$ cat config.mk
export PLATFORM = sky130hd
export DESIGN_NAME = wdtr_watchdog
export DESIGN_NICKNAME = d
export VERILOG_FILES = /design/src/wdtr_pkg.sv /design/src/wdtr_tick_div.sv /design/src/wdtr_watchdog.sv
export SDC_FILE = /design/constraint.sdc
export NUM_CORES = 1
export LEC_CHECK = 0
export BUFFER_PORTS_ARGS = -buffer_cell sky130_fd_sc_hd__buf_2
export CAP_MARGIN = 20
export CORE_ASPECT_RATIO = 0.8
export CORE_UTILIZATION = 45
export DETAILED_ROUTE_END_ITERATION = 6
export HOLD_SLACK_MARGIN = 0.12
export PLACE_DENSITY = 0.68
export SETUP_SLACK_MARGIN = 0.3
export SYNTH_ARGS = -nofsm -noshare
export SYNTH_HDL_FRONTEND = slang
export SYNTH_HIERARCHICAL = 1
export SYNTH_SLANG_ARGS = --single-unit
$ cat constraint.sdc
create_clock -name ref_clk_in -period 3.22 [get_ports ref_clk_in]
set_input_delay 0.644 -clock ref_clk_in [delete_from_list [all_inputs] [get_ports ref_clk_in]]
set_output_delay 0.644 -clock ref_clk_in [all_outputs]
set_load 0.005 [all_outputs]
$ cat src/wdtr_pkg.sv
// Constants shared by the watchdog time-out reset block
package wdtr_pkg;

  // Register bus geometry
  localparam int ADDR_W = 8;
  localparam int DATA_W = 8;

  // Control register location and reset value
  localparam logic [ADDR_W-1:0] CTRL_OFFSET = 8'h21;
  localparam logic [DATA_W-1:0] CTRL_RESET  = 8'h00;

  // Control register field positions
  localparam int SEL_LSB    = 0;
  localparam int SEL_W      = 3;
  localparam int ON_BIT     = 3;
  localparam int UNLOCK_BIT = 4;
  localparam int RSVD_LSB   = 5;
  localparam int RSVD_W     = 3;

  // Turn-off window length in system clock cycles
  localparam logic [2:0] UNLOCK_CYCLES = 3'h4;

  // System clock and watchdog oscillator rates
  localparam int CLK_FREQ_HZ = 250_000_000;
  localparam int OSC_FREQ_HZ = 1_000_000;
  localparam int OSC_DIV     = CLK_FREQ_HZ / OSC_FREQ_HZ;

  // Shortest time-out in oscillator cycles, doubled per select code
  localparam int TIMEOUT_BASE_CYCLES = 16384;

  // Counter wide enough for the longest time-out
  localparam int CNT_W = 22;

endpackage

$ cat src/wdtr_tick_div.sv
// Divider giving a one-cycle tick at the watchdog oscillator rate
`timescale 1ns/100ps
module wdtr_tick_div #(
  parameter int DIV = 250
) (
  // Clock and reset
  input  wire logic ref_clk_in,
  input  wire logic arst_n_in,
  // Tick
  output logic      tick_out
);

  localparam int W = (DIV > 1) ? $clog2(DIV) : 1;

  typedef struct packed {
    logic [W-1:0] cnt;
    logic         tick;
  } wdtr_div_st_t;

  wdtr_div_st_t st;
  wdtr_div_st_t next_st;

  always_comb begin
    next_st = st;
    next_st.tick = 1'h0;
    if (st.cnt == W'(DIV - 1)) begin
      next_st.cnt  = '0;
      next_st.tick = 1'h1;
    end else begin
      next_st.cnt = st.cnt + 1'h1;
    end
  end

  always_ff @(posedge ref_clk_in or negedge arst_n_in) begin
    if (!arst_n_in) begin
      st <= '0;
    end else begin
      st <= next_st;
    end
  end

  assign tick_out = st.tick;

endmodule

$ cat src/wdtr_watchdog.sv
// Watchdog timer with control register and time-out reset pulse
//
// Overview of operation
// The counter advances once per tick of a 1 MHz oscillator rate kept apart from bus activity.
// A restart request returns the counter to zero.
// An enabled watchdog that reaches its time-out without restart emits a device reset.
// The select field picks 16K times two to the code oscillator cycles as time-out.
// Writing one to bit 3 turns the watchdog on, writing zero turns it off if unlocked.
// A zero written to bit 3 only disables while the unlock bit is already set.
// The unlock bit clears itself four clock cycles after it was set.
// Software sets unlock and enable together in one write to open the window.
// Software writes enable zero within four clock cycles of that write.
// Bits 7 to 5 of the control register read as zero.
// Software should restart the counter before enabling the watchdog.
// Restart and enable changes reach the counter cleanly and the time-out leaves as one pulse.
//
// Chosen here: the plain strobed port.
`timescale 1ns/100ps
module wdtr_watchdog #(
  parameter int OSC_DIV             = wdtr_pkg::OSC_DIV,
  parameter int TIMEOUT_BASE_CYCLES = wdtr_pkg::TIMEOUT_BASE_CYCLES
) (
  // Clock and reset
  input  wire logic                        ref_clk_in,
  input  wire logic                        arst_n_in,
  // Register port
  input  wire logic [wdtr_pkg::ADDR_W-1:0] reg_addr_in,
  input  wire logic [wdtr_pkg::DATA_W-1:0] reg_wdata_in,
  input  wire logic                        reg_wr_in,
  input  wire logic                        reg_rd_in,
  output logic      [wdtr_pkg::DATA_W-1:0] reg_rdata_out,
  // Restart instruction from the processor
  input  wire logic                        restart_in,
  // Status and reset request
  output logic                             watchdog_on_out,
  output logic                             wdt_reset_out
);

  localparam int CW = wdtr_pkg::CNT_W;

  typedef struct packed {
    logic                          watchdog_on;
    logic                          turnoff_unlock;
    logic [2:0]                    unlock_cnt;
    logic [wdtr_pkg::SEL_W-1:0]    timeout_select;
    logic [CW-1:0]                 cnt;
    logic                          reset_pulse;
    logic [wdtr_pkg::DATA_W-1:0]   rdata;
  } wdtr_state_t;

  wdtr_state_t st;
  wdtr_state_t next_st;

  logic                        osc_tick;
  logic                        wr_hit;
  logic                        rd_hit;
  logic [CW-1:0]               limit;
  logic [wdtr_pkg::DATA_W-1:0] ctrl_view;
  logic                        expire;

  wdtr_tick_div #(
    .DIV (OSC_DIV)
  ) u_tick (
    .ref_clk_in (ref_clk_in),
    .arst_n_in  (arst_n_in),
    .tick_out   (osc_tick)
  );

  assign wr_hit = reg_wr_in && (reg_addr_in == wdtr_pkg::CTRL_OFFSET);
  assign rd_hit = reg_rd_in && (reg_addr_in == wdtr_pkg::CTRL_OFFSET);

  // Time-out doubles per select code
  assign limit = CW'(TIMEOUT_BASE_CYCLES) << st.timeout_select;

  // Upper bits read zero
  always_comb begin
    ctrl_view = '0;
    ctrl_view[wdtr_pkg::UNLOCK_BIT] = st.turnoff_unlock;
    ctrl_view[wdtr_pkg::ON_BIT] = st.watchdog_on;
    ctrl_view[wdtr_pkg::SEL_LSB +: wdtr_pkg::SEL_W] = st.timeout_select;
  end

  // Expiry at last oscillator cycle
  assign expire = osc_tick && st.watchdog_on && !restart_in &&
                  (st.cnt >= limit - 1'h1);

  always_comb begin
    next_st = st;
    next_st.reset_pulse = 1'h0;
    next_st.rdata = '0;

    if (rd_hit) begin
      next_st.rdata = ctrl_view;
    end

    // Window closes after four cycles
    if (st.turnoff_unlock) begin
      if (st.unlock_cnt == 3'h1) begin
        next_st.turnoff_unlock = 1'h0;
        next_st.unlock_cnt = 3'h0;
      end else begin
        next_st.unlock_cnt = st.unlock_cnt - 3'h1;
      end
    end

    if (wr_hit) begin
      next_st.timeout_select =
        reg_wdata_in[wdtr_pkg::SEL_LSB +: wdtr_pkg::SEL_W];
      // Enable set by write
      if (reg_wdata_in[wdtr_pkg::ON_BIT]) begin
        next_st.watchdog_on = 1'h1;
      // Clear only while unlocked
      end else if (st.turnoff_unlock) begin
        next_st.watchdog_on = 1'h0;
      end
      // Setting unlock starts its window
      if (reg_wdata_in[wdtr_pkg::UNLOCK_BIT]) begin
        next_st.turnoff_unlock = 1'h1;
        next_st.unlock_cnt = wdtr_pkg::UNLOCK_CYCLES;
      end else begin
        next_st.turnoff_unlock = 1'h0;
        next_st.unlock_cnt = 3'h0;
      end
    end

    // Restart wins over counting
    if (restart_in) begin
      next_st.cnt = '0;
    // Expiry leaves as a single pulse
    end else if (expire) begin
      next_st.cnt = '0;
      next_st.reset_pulse = 1'h1;
    // Advance once per oscillator tick
    end else if (osc_tick && st.watchdog_on) begin
      next_st.cnt = st.cnt + 1'h1;
    end
  end

  always_ff @(posedge ref_clk_in or negedge arst_n_in) begin
    if (!arst_n_in) begin
      st <= '0;
    end else begin
      st <= next_st;
    end
  end

  assign reg_rdata_out   = st.rdata;
  assign watchdog_on_out = st.watchdog_on;
  assign wdt_reset_out   = st.reset_pulse;
endmodule

==> results.md, run 1 <==
Global route:
- In the global route stage, overall resource usage came out at 0.1825.
- The first global-routing pass estimated 8804 µm of wire.
- The number of antenna violations at the first check in global routing came to 0.
- The via count of the first global-routing pass was 1,878.
- Entering global routing, the biggest net connects 46 pins.
- The global route total overflow is 0.

Timing:
- Setup violations remaining at the end of the flow were counted as 0.
- Across the routed clock network, the largest skew measured is 0.005931 ns.
- The number of hold violations in the final report is 0.
- The summed negative setup slack over all endpoints is 0 ns.
- Of the available clock period, the critical path in the final layout requires 0.7178.
- Setup repair after global routing left no endpoint under its margin.
- The tightest hold margin is 0.2101 ns.
- The maximum achievable frequency is 0.4327 GHz.
- Counting I/O delays and the setup requirement, the final critical path takes 2.311 ns.
- The final count of pins violating max slew is 0.

Drt:
- The total routed wire length on the met1 layer is 2498 µm.
- The number of remaining DRC errors is 0.
- The routed wire length on met3 is 198 µm.
- The first detailed-routing pass took 4 iterations.
- The detailed-route wire length is 4852 µm.
- The detailed router placed 1,989 vias in this run.
- The residual antenna-violating net count after detailed routing is 0.
- The routed design uses 2109 µm of met2 wire.
- In the routed layout, each cell is associated on average with a via count of 5.376.
- For this block, the initial DRC count from the detailed router was 158.
- The highest metal layer with signal wires is met4.
- Dividing the detail-routed wire length by the instance count gives 13.11 µm.

Die:
- The die covers 0.005973 mm².
- The vertical die dimension is 69.33 µm.
- The area of the core is 0.005465 mm².
- The number of placement rows is 24.
- For this configuration, the core starts out at a cell density of 0.4666.
- The overall die width is 86.16 µm.
- The I/O pin total is 31.

Setup path:
- The arrival time at the worst endpoint is 2.48 ns.
- The type of element capturing the critical path is a register.
- The critical-path maximum fanout is 12.
- STA classifies the critical path startpoint as a register.
- The required arrival time at the worst endpoint is 3.39 ns.
- The critical path is of the reg2reg type.

Synth:
- Synthesis handed over a netlist of 270 instances.
- The fraction of the mapped netlist area in compound gates is 0.1315.
- By area, the combinational part of the netlist is dominated by simple AND/OR/NAND/NOR gates.
- The area share of the largest cell type after synthesis is 0.4416.
- The synthesized-area fraction occupied by xor and xnor cells is 0.02404.
- The cell type contributing the most total cell area after synthesis is sky130_fd_sc_hd__dfrtp_1.
- Synthesis instantiated 51 different standard cells from the library.
- Of the total synthesized cell area, the portion taken by AND, OR, NAND and NOR gates is 0.2581.
- Yosys printed 6 warnings.
- The share of the Yosys chip area taken by registers is 0.4416.
- The most used flip-flop cell after synthesis is sky130_fd_sc_hd__dfrtp_1.
- The number of synthesized flops with an enable pin is 0.
- The average footprint of a synthesized cell is 9.444 µm².
- Of the total synthesized cell area, the portion taken by full adders, half adders and majority gates is 0.06379.
- The mapped cell area is 0.002550 mm².
- Synthesis inferred 45 register bits.
- Sorting the synthesized cells by area gives the leading types as sky130_fd_sc_hd__dfrtp_1 44%, sky130_fd_sc_hd__ha_1 6.4%, sky130_fd_sc_hd__nand3_1 4.9%.
- Counting flops with an async set or reset pin after synthesis yields a share of 1.000.
- Of the post-synthesis cell area, the part taken by muxes is 0.02110.

CTS:
- At the later pin of the worst-skew pair, clock insertion delay measures 0.30 ns.
- The TritonCTS buffer count is 5.
- Once the clock tree was built, the resizer swapped 0 gates to a different size.
- CTS saw 45 sinks.
- The number of H-tree branching levels is 2.
- After clock tree synthesis, the flow added hold-fix buffers numbering 0.
- After clock tree synthesis, the clock-pin slew on the worst setup and hold paths is 0.08 ns.
- After clock tree synthesis, the setup repair step added 0 buffers.
- The clock root buffer is sky130_fd_sc_hd__clkbuf_8.
- TritonCTS built the clock tree.
- The worst-case clock buffer depth is 2.

Place:
- The final estimated routing congestion in global placement is 0.8021.
- The number of input and output port buffers inserted is 24.
- The placed instances occupy a cell area of 0.002686 mm².
- The wire-length estimate of the detail-placed layout is 3342 µm.

Worst hold path:
- The worst min-delay path category is in2async.

Finish:
- The most common cell after layout, fill and taps aside is sky130_fd_sc_hd__dfrtp_1.
- The count of filler cells inserted in the layout is 523.
- 0 antenna diodes ended up in the layout.
- Of the cells placed in the final design, the portion with a size suffix greater than 1 is 0.1747.
- The library cells used most frequently in the layout, excluding fill and tap cells, are 45 x sky130_fd_sc_hd__dfrtp_1, 31 x sky130_fd_sc_hd__nand2_1, 25 x sky130_fd_sc_hd__nand3_1.
- The area of combinational cells with multiple inputs is 0.001286 mm².
- Summing all flip-flop and latch instances after layout gives 0.001126 mm².
- From synthesis to final layout, the design area changed by 9.912%.
- The design area is 0.002803 mm².
- The post-layout net count is 325.

Power:
- The maximum ir drop on the vdd rail is 0.1352 mV.
- The switching portion of total power is 0.2522.
- The part of the total power dissipated in the clock network is 0.346.
- Summed over all nets, the switching power comes to 272.1 µW.
- The internal power is 807.0 µW.
- The completed layout was analyzed and its total power is 1079 µW.
- The part of the total power dissipated in sequential elements is 0.558.
- The cell area power density is 385.0 mW/mm².
- The cell leakage power is 0.001269 µW.
- Of the total power, combinational logic draws 0.096.

Run:
- The tool flagged a number of max-cap violations equal to 0.

Outcome:
- The run finished with clean final reports.
[power groups by stage]
| stage | clock (µW) | combinational [µW] | sequential [µW] |
|---|---|---|---|
| after floorplan | 0 | 65.8 | 611 |
| after global placement | 0 | 100 | 614 |
| after detailed placement | 0 | 98.9 | 615 |
| after CTS | 381 | 101 | 603 |
| after global routing | 403 | 120 | 607 |
| final | 373 | 103 | 603 |
[cells in the mapped netlist (2+ instances only)]
library cell / n
sky130_fd_sc_hd__inv_1: 9
sky130_fd_sc_hd__mux2i_1: 2
sky130_fd_sc_hd__nand3_1: 25
sky130_fd_sc_hd__mux2_2: 2
sky130_fd_sc_hd__clkbuf_1: 2
sky130_fd_sc_hd__o21ai_1: 2
sky130_fd_sc_hd__o211ai_1: 2
sky130_fd_sc_hd__buf_2: 2
sky130_fd_sc_hd__o21ai_0: 14
sky130_fd_sc_hd__nand4_1: 11
sky130_fd_sc_hd__nor2_4: 3
sky130_fd_sc_hd__and3_1: 10
sky130_fd_sc_hd__a22o_1: 2
sky130_fd_sc_hd__xor2_1: 6
sky130_fd_sc_hd__nor2_1: 13
sky130_fd_sc_hd__a21oi_1: 15
sky130_fd_sc_hd__nand2_1: 31
sky130_fd_sc_hd__a41oi_1: 2
sky130_fd_sc_hd__nand3b_1: 3
sky130_fd_sc_hd__or3_1: 3
sky130_fd_sc_hd__ha_1: 13
sky130_fd_sc_hd__dfrtp_1: 45
sky130_fd_sc_hd__conb_1: 2
sky130_fd_sc_hd__nor3_1: 5
sky130_fd_sc_hd__a31oi_1: 7
sky130_fd_sc_hd__or2_2: 2
sky130_fd_sc_hd__and4_1: 3
sky130_fd_sc_hd__buf_4: 11
[registers in the layout, summed over array words and instances (netlist names)]
register,cells
st,25
u_tick/st,8
reg_rdata_out,5
ctrl_view,4
u_tick/tick_out,1
watchdog_on_out,1
wdt_reset_out,1
[area by class of cell]
type	count	share of cell area
timing repair buffer	28	0.05804
tap	78	0.03482
clock buffer	6	0.02946
inverter	9	0.01205
sequential	45	0.4018
clock inverter	2	0.004911
multi-input combinational	202	0.4589
[stage by stage]
stage          setup slack [ns]  cells    util
2_1_floorplan             1.211    272       -
3_3_place_gp             0.9571    361  0.4915
3_5_place_dp             0.9178    361  0.4915
4_1_cts                  0.8996    369  0.5092
5_1_grt                  0.6551    370  0.5128
6_report                 0.9088    370  0.5128
[worst paths after layout]
check	start	endpoint	slack [ns]	cells after the start
min	arst_n_in	st[19]	0.21	1
max reg2reg	ctrl_view[2]	st[29]	0.91	8
min reg2reg	st[30]	st[30]	0.50	1
max	ctrl_view[2]	st[29]	0.91	8
max in group asynchronous	arst_n_in	ctrl_view[2]	2.55	2
min in group ref_clk_in	st[30]	st[30]	0.50	1
[worst max-delay path: stages, from the launching register on]
cell and delay (ns):
sky130_fd_sc_hd__dfrtp_1 0.47, sky130_fd_sc_hd__nand3_1 0.13, sky130_fd_sc_hd__ha_1 0.31, sky130_fd_sc_hd__nand4_1 0.13
sky130_fd_sc_hd__nor3_1 0.21, sky130_fd_sc_hd__nand3_1 0.34, sky130_fd_sc_hd__buf_4 0.32, sky130_fd_sc_hd__a41oi_1 0.19
sky130_fd_sc_hd__a31oi_1 0.07
[routing by layer]
| layer | up-vias | GRT usage |
|---|---|---|
| met5 | - | 0 |
| met4 | 0 | 0.05000 |
| met2 | 30 | 0.2743 |
| met1 | 946 | 0.2667 |
| li1 | 1008 | - |
| met3 | 5 | 0.03690 |
[kinds of logic (layout without fill, tap and decap cells)]
family,Yosys count,count (layout)
and+or+nand+nor,120,120
AOI/OAI and AO/OA,53,53
DFF,45,45
buffers and inverters,25,45
adders and majority gates,13,13
xor gates and xnor gates,7,7
muxes,5,5
other,2,4
No activity file was read; power rests on OpenSTA's default activity.
==> inputs of run 2 (changes only) <==
- ABC_AREA: default -> 1
- PLACE_DENSITY: 0.68 -> 0.71
- clock period: 3.22 -> 2.1 ns (I/O delays scaled with it)
==> run 2 against run 1 <==
Net effect:
- synthesized cell count increased by 32%
- sequential power is 55% higher
- clock skew is 0.0021 ns higher
- critical path depth up 3
- sequential share of layout area shrank 5.0 points
- die area is 5.9% higher
- first-iteration DRC count fell by 10%
- largest power group unchanged
==> results.md, run 2 <==
Worst hold path:
- The worst hold path belongs to the class in2async.

Power:
- Of the total power, the share spent switching nets is 0.2754.
- For this design the total switching power over the nets is 464.8 µW.
- The cell area power density is 526.5 mW/mm².
- The internal power is 1223 µW.
- The share of total power dissipated in the clock network is 0.337.
- The analysis attributes to cell leakage a power of 0.001478 µW.
- The part of the total power dissipated in combinational logic is 0.109.
- The worst-case IR drop observed on VDD is 0.2937 mV.
- The share of total power dissipated in sequential elements is 0.554.

Synth:
- The number of flip-flops and latches in the synthesized netlist is 45.
- The mapped netlist covers 0.002705 mm².
- The cell type contributing the most total cell area after synthesis is sky130_fd_sc_hd__dfrtp_1.
- The number of synthesized flops with an enable pin is 0.
- After synthesis, the most frequently instantiated cells are 113 x sky130_fd_sc_hd__nand2_1, 45 x sky130_fd_sc_hd__dfrtp_1, 41 x sky130_fd_sc_hd__nor2_1, 30 x sky130_fd_sc_hd__inv_1, 21 x sky130_fd_sc_hd__o21ai_0.
- For this run, the number of Yosys warnings is 6.
- Of the post-synthesis cell area, the dominant cell type holds 0.4163.
- Among all flip-flop cells after synthesis, the most frequent one is sky130_fd_sc_hd__dfrtp_1.
- In the post-synthesis netlist, the biggest area contributors are sky130_fd_sc_hd__dfrtp_1 42%, sky130_fd_sc_hd__nand2_1 16%, sky130_fd_sc_hd__ha_1 6.0%.
- The leading cell type by number of instances after synthesis is sky130_fd_sc_hd__nand2_1.
- Counting every instance in the synthesized netlist gives 356.
- Of the synthesized area, sequential elements account for 0.4163.
- The fraction of synthesis flops using an asynchronous set or reset pin is 1.000.
- Averaged over all synthesized cells, the footprint is 7.599 µm².
- The number of different library cells in the post-synthesis netlist is 31.

Setup path:
- The worst setup path is captured at a register.
- The worst setup path is launched from a register.
- The critical path contains buffers and inverters numbering 2 combined.
- The critical path is of the reg2reg type.
- The family with the most delay on the worst path is simple AND/OR/NAND/NOR gates.
- For the worst setup path, the data required time is 2.32 ns.
- The highest-delay cell along the critical path is sky130_fd_sc_hd__dfrtp_2.
- The critical path's largest stage delay is 0.47 ns.
- Walking the worst path, the cells encountered are buf_6, nor2_4, ha_4, nand2_2, nand2_1, nand2_1, nand2_1, a21oi_2, nand3_4, clkbuf_16, o21ai_1.
- The critical-path maximum fanout is 10.
- Data arrives at the worst endpoint at 2.19 ns.
- The most numerous cell type found on the critical path is sky130_fd_sc_hd__nand2_1.

Drt:
- The detailed-route wire length is 5935 µm.
- The starting DRC count in detailed routing is 142.
- For this run, design rule violations remaining after detail routing come to 0.
- Dividing the detail-routed wire length by the instance count gives 12.65 µm.
- The total vias in the final route is 2,310.
- The residual antenna-violating net count after detailed routing is 0.
- The average vias per placed instance is 4.925.
- The number of detailed-route iterations in the first pass is 4.

Finish:
- The area growth from synthesis to layout is 18.50%.
- Leaving out fill and tap cells, the most frequent cell in the layout is sky130_fd_sc_hd__nand2_1.
- The number of flip-flops in the largest register is 25.
- The net count of the finished layout is 424.
- Once layout is complete, the utilization of the core stands at 0.5709.
- In the final layout, the share of cells above drive strength 1 is 0.2251.
- The register with the most flip-flops is st.
- Leaving out fill and tap cells, the most frequent cells in the layout are 109 x sky130_fd_sc_hd__nand2_1, 43 x sky130_fd_sc_hd__dfrtp_1, 39 x sky130_fd_sc_hd__nor2_1.
- The count of inserted antenna diode cells is 0.
- The count of filler cells inserted in the layout is 535.

Place:
- The worst-case setup slack after placement is 0.1911 ns.
- The final estimated routing congestion in global placement is 0.7796.
- The number of input and output port buffers inserted is 24.
- The wire-length estimate of the detail-placed layout is 3919 µm.

CTS:
- The CTS tree is yes.
- The tree built by TritonCTS fans out to 45 sinks.
- The TritonCTS buffer count is 5.
- At the later pin of the worst-skew pair, clock insertion delay measures 0.30 ns.
- The H-tree was split into 2 levels.
- The clock root buffer is sky130_fd_sc_hd__clkbuf_8.
- Counting along the longest clock path gives a buffer depth of 2.
- After clock tree synthesis, the clock-pin slew on the worst setup and hold paths is 0.09 ns.

Timing:
- Setup repair after global routing could not meet its margin everywhere.
- The total of endpoints with negative setup slack in the final report is 0.
- Measured against its own limit, the worst slew margin works out to 0.4905.
- Clock skew on the completed layout was measured at 0.008063 ns.
- The slew at the pin closest to its max-slew limit is 0.7642 ns.
- The final worst slack is 0.1296 ns.
- Dividing the final minimum period by the clock period gives 0.9383.
- The final critical-path required period is 1.970 ns.
- The number of hold violations in the final report is 0.
- Timing would allow up to 0.5075 GHz.
- The summed negative setup slack over all endpoints is 0 ns.
- The tightest hold path in the finished design has a slack of 0.1843 ns.
- The final count of pins violating max slew is 0.

Die:
- In this run the vertical extent of the chip is 71.35 µm.
- The area of the core is 0.005615 mm².
- The initial utilization of the core area, before any placement, comes to 0.4817.
- 31 I/O pins were placed.
- The number of placement rows is 24.
- The die footprint is 0.006327 mm².
- The overall die width is 88.69 µm.

Global route:
- The global-route usage over all layers is 0.1867.
- Global routing finished with a remaining overflow of 0.
- The first global-routing pass estimated 9108 µm of wire.
- The number of antenna violations at the first check in global routing is 0.
- Entering global routing, the biggest net connects 34 pins.
- The via count of the first global-routing pass is 1,968.

Run:
- The tool flagged a number of max-cap violations equal to 0.

Outcome:
- The run finished with clean final reports.
run 2: cell count changes after synthesis, moves of 9 or more:
cell                      previous run  this run
sky130_fd_sc_hd__and3_1             10         0
sky130_fd_sc_hd__inv_1               9        30
sky130_fd_sc_hd__nand2_1            31       113
sky130_fd_sc_hd__nand4_1            11         2
sky130_fd_sc_hd__nor2_1             13        41
run 2: kinds of logic after synthesis:
kind of cell    synth area share
simple gates              0.3261
buf+inv                  0.07724
other cells             0.002776
flops                     0.4163
xor+xnor                 0.04533
fa+ha+maj                0.06013
compound gates           0.07216
run 2: worst reg2reg max path, cell delays in order, from the launching register on:
cell and delay, ns:
sky130_fd_sc_hd__dfrtp_2 0.47, sky130_fd_sc_hd__buf_6 0.15, sky130_fd_sc_hd__nor2_4 0.12, sky130_fd_sc_hd__ha_4 0.21, sky130_fd_sc_hd__nand2_2 0.05, sky130_fd_sc_hd__nand2_1 0.05, sky130_fd_sc_hd__nand2_1 0.05, sky130_fd_sc_hd__nand2_1 0.06
sky130_fd_sc_hd__a21oi_2 0.20, sky130_fd_sc_hd__nand3_4 0.16, sky130_fd_sc_hd__clkbuf_16 0.21, sky130_fd_sc_hd__o21ai_1 0.15
run 2: final timing paths:
| check | to | start | cells past startpoint | slack [ns] |
|---|---|---|---|---|
| max | st[17] | ctrl_view[1] | 11 | 0.13 |
| min | st[28] | arst_n_in | 1 | 0.18 |
| max reg2reg | st[17] | ctrl_view[1] | 11 | 0.13 |
| min reg2reg | st[35] | st[35] | 2 | 0.49 |
| max in group asynchronous | u_tick/st[4] | arst_n_in | 2 | 1.30 |
| min in group ref_clk_in | ctrl_view[0] | reg_wdata_in[0] | 3 | 0.32 |
run 2: layout make-up:
class	instances	area [µm²]	share of cell area
clock inverter	3	25.02	0.007806
timing repair buffer	37	280.3	0.08743
multi-input combinational	268	1474	0.4598
tap	78	97.59	0.03045
sequential	45	1129	0.3521
inverter	33	131.4	0.04098
clock buffer	5	68.82	0.02147
run 2: what timing repair did:
| item | in CTS | in global routing |
|---|---|---|
| pin swaps | 1 | 2 |
| gates resized for setup | 7 | 31 |
| setup endpoints to repair | 22 | 22 |
| hold buffers | 0 | 0 |
| buffers inserted | 1 | 5 |
| gates cloned | 0 | 2 |
run 2: power groups by stage:
stage | clock [µW] | sequential [µW] | combinational [µW]
3_5_place_dp | 0 | 949 | 158
3_3_place_gp | 0 | 948 | 149
5_1_grt | 619 | 940 | 210
6_report | 569 | 935 | 184
2_1_floorplan | 0 | 942 | 102
4_1_cts | 588 | 933 | 162
run 2: stage by stage:
step | instance area (µm²) | power (µW) | std cells
2_1_floorplan | 2713 | 1044 | 358
3_3_place_gp | 2900 | 1097 | 453
3_5_place_dp | 2900 | 1107 | 453
4_1_cts | 3020 | 1683 | 462
5_1_grt | 3206 | 1769 | 469
6_report | 3206 | 1688 | 469
run 2: per-layer routing:
metal / vias up / share of wire / track usage
li1: 1174 / - / -
met1: 1080 / 0.48 / 0.2727
met2: 54 / 0.47 / 0.2829
met3: 2 / 0.048 / 0.04147
met4: 0 / 0.0049 / 0.04301
met5: - / 0 / 0
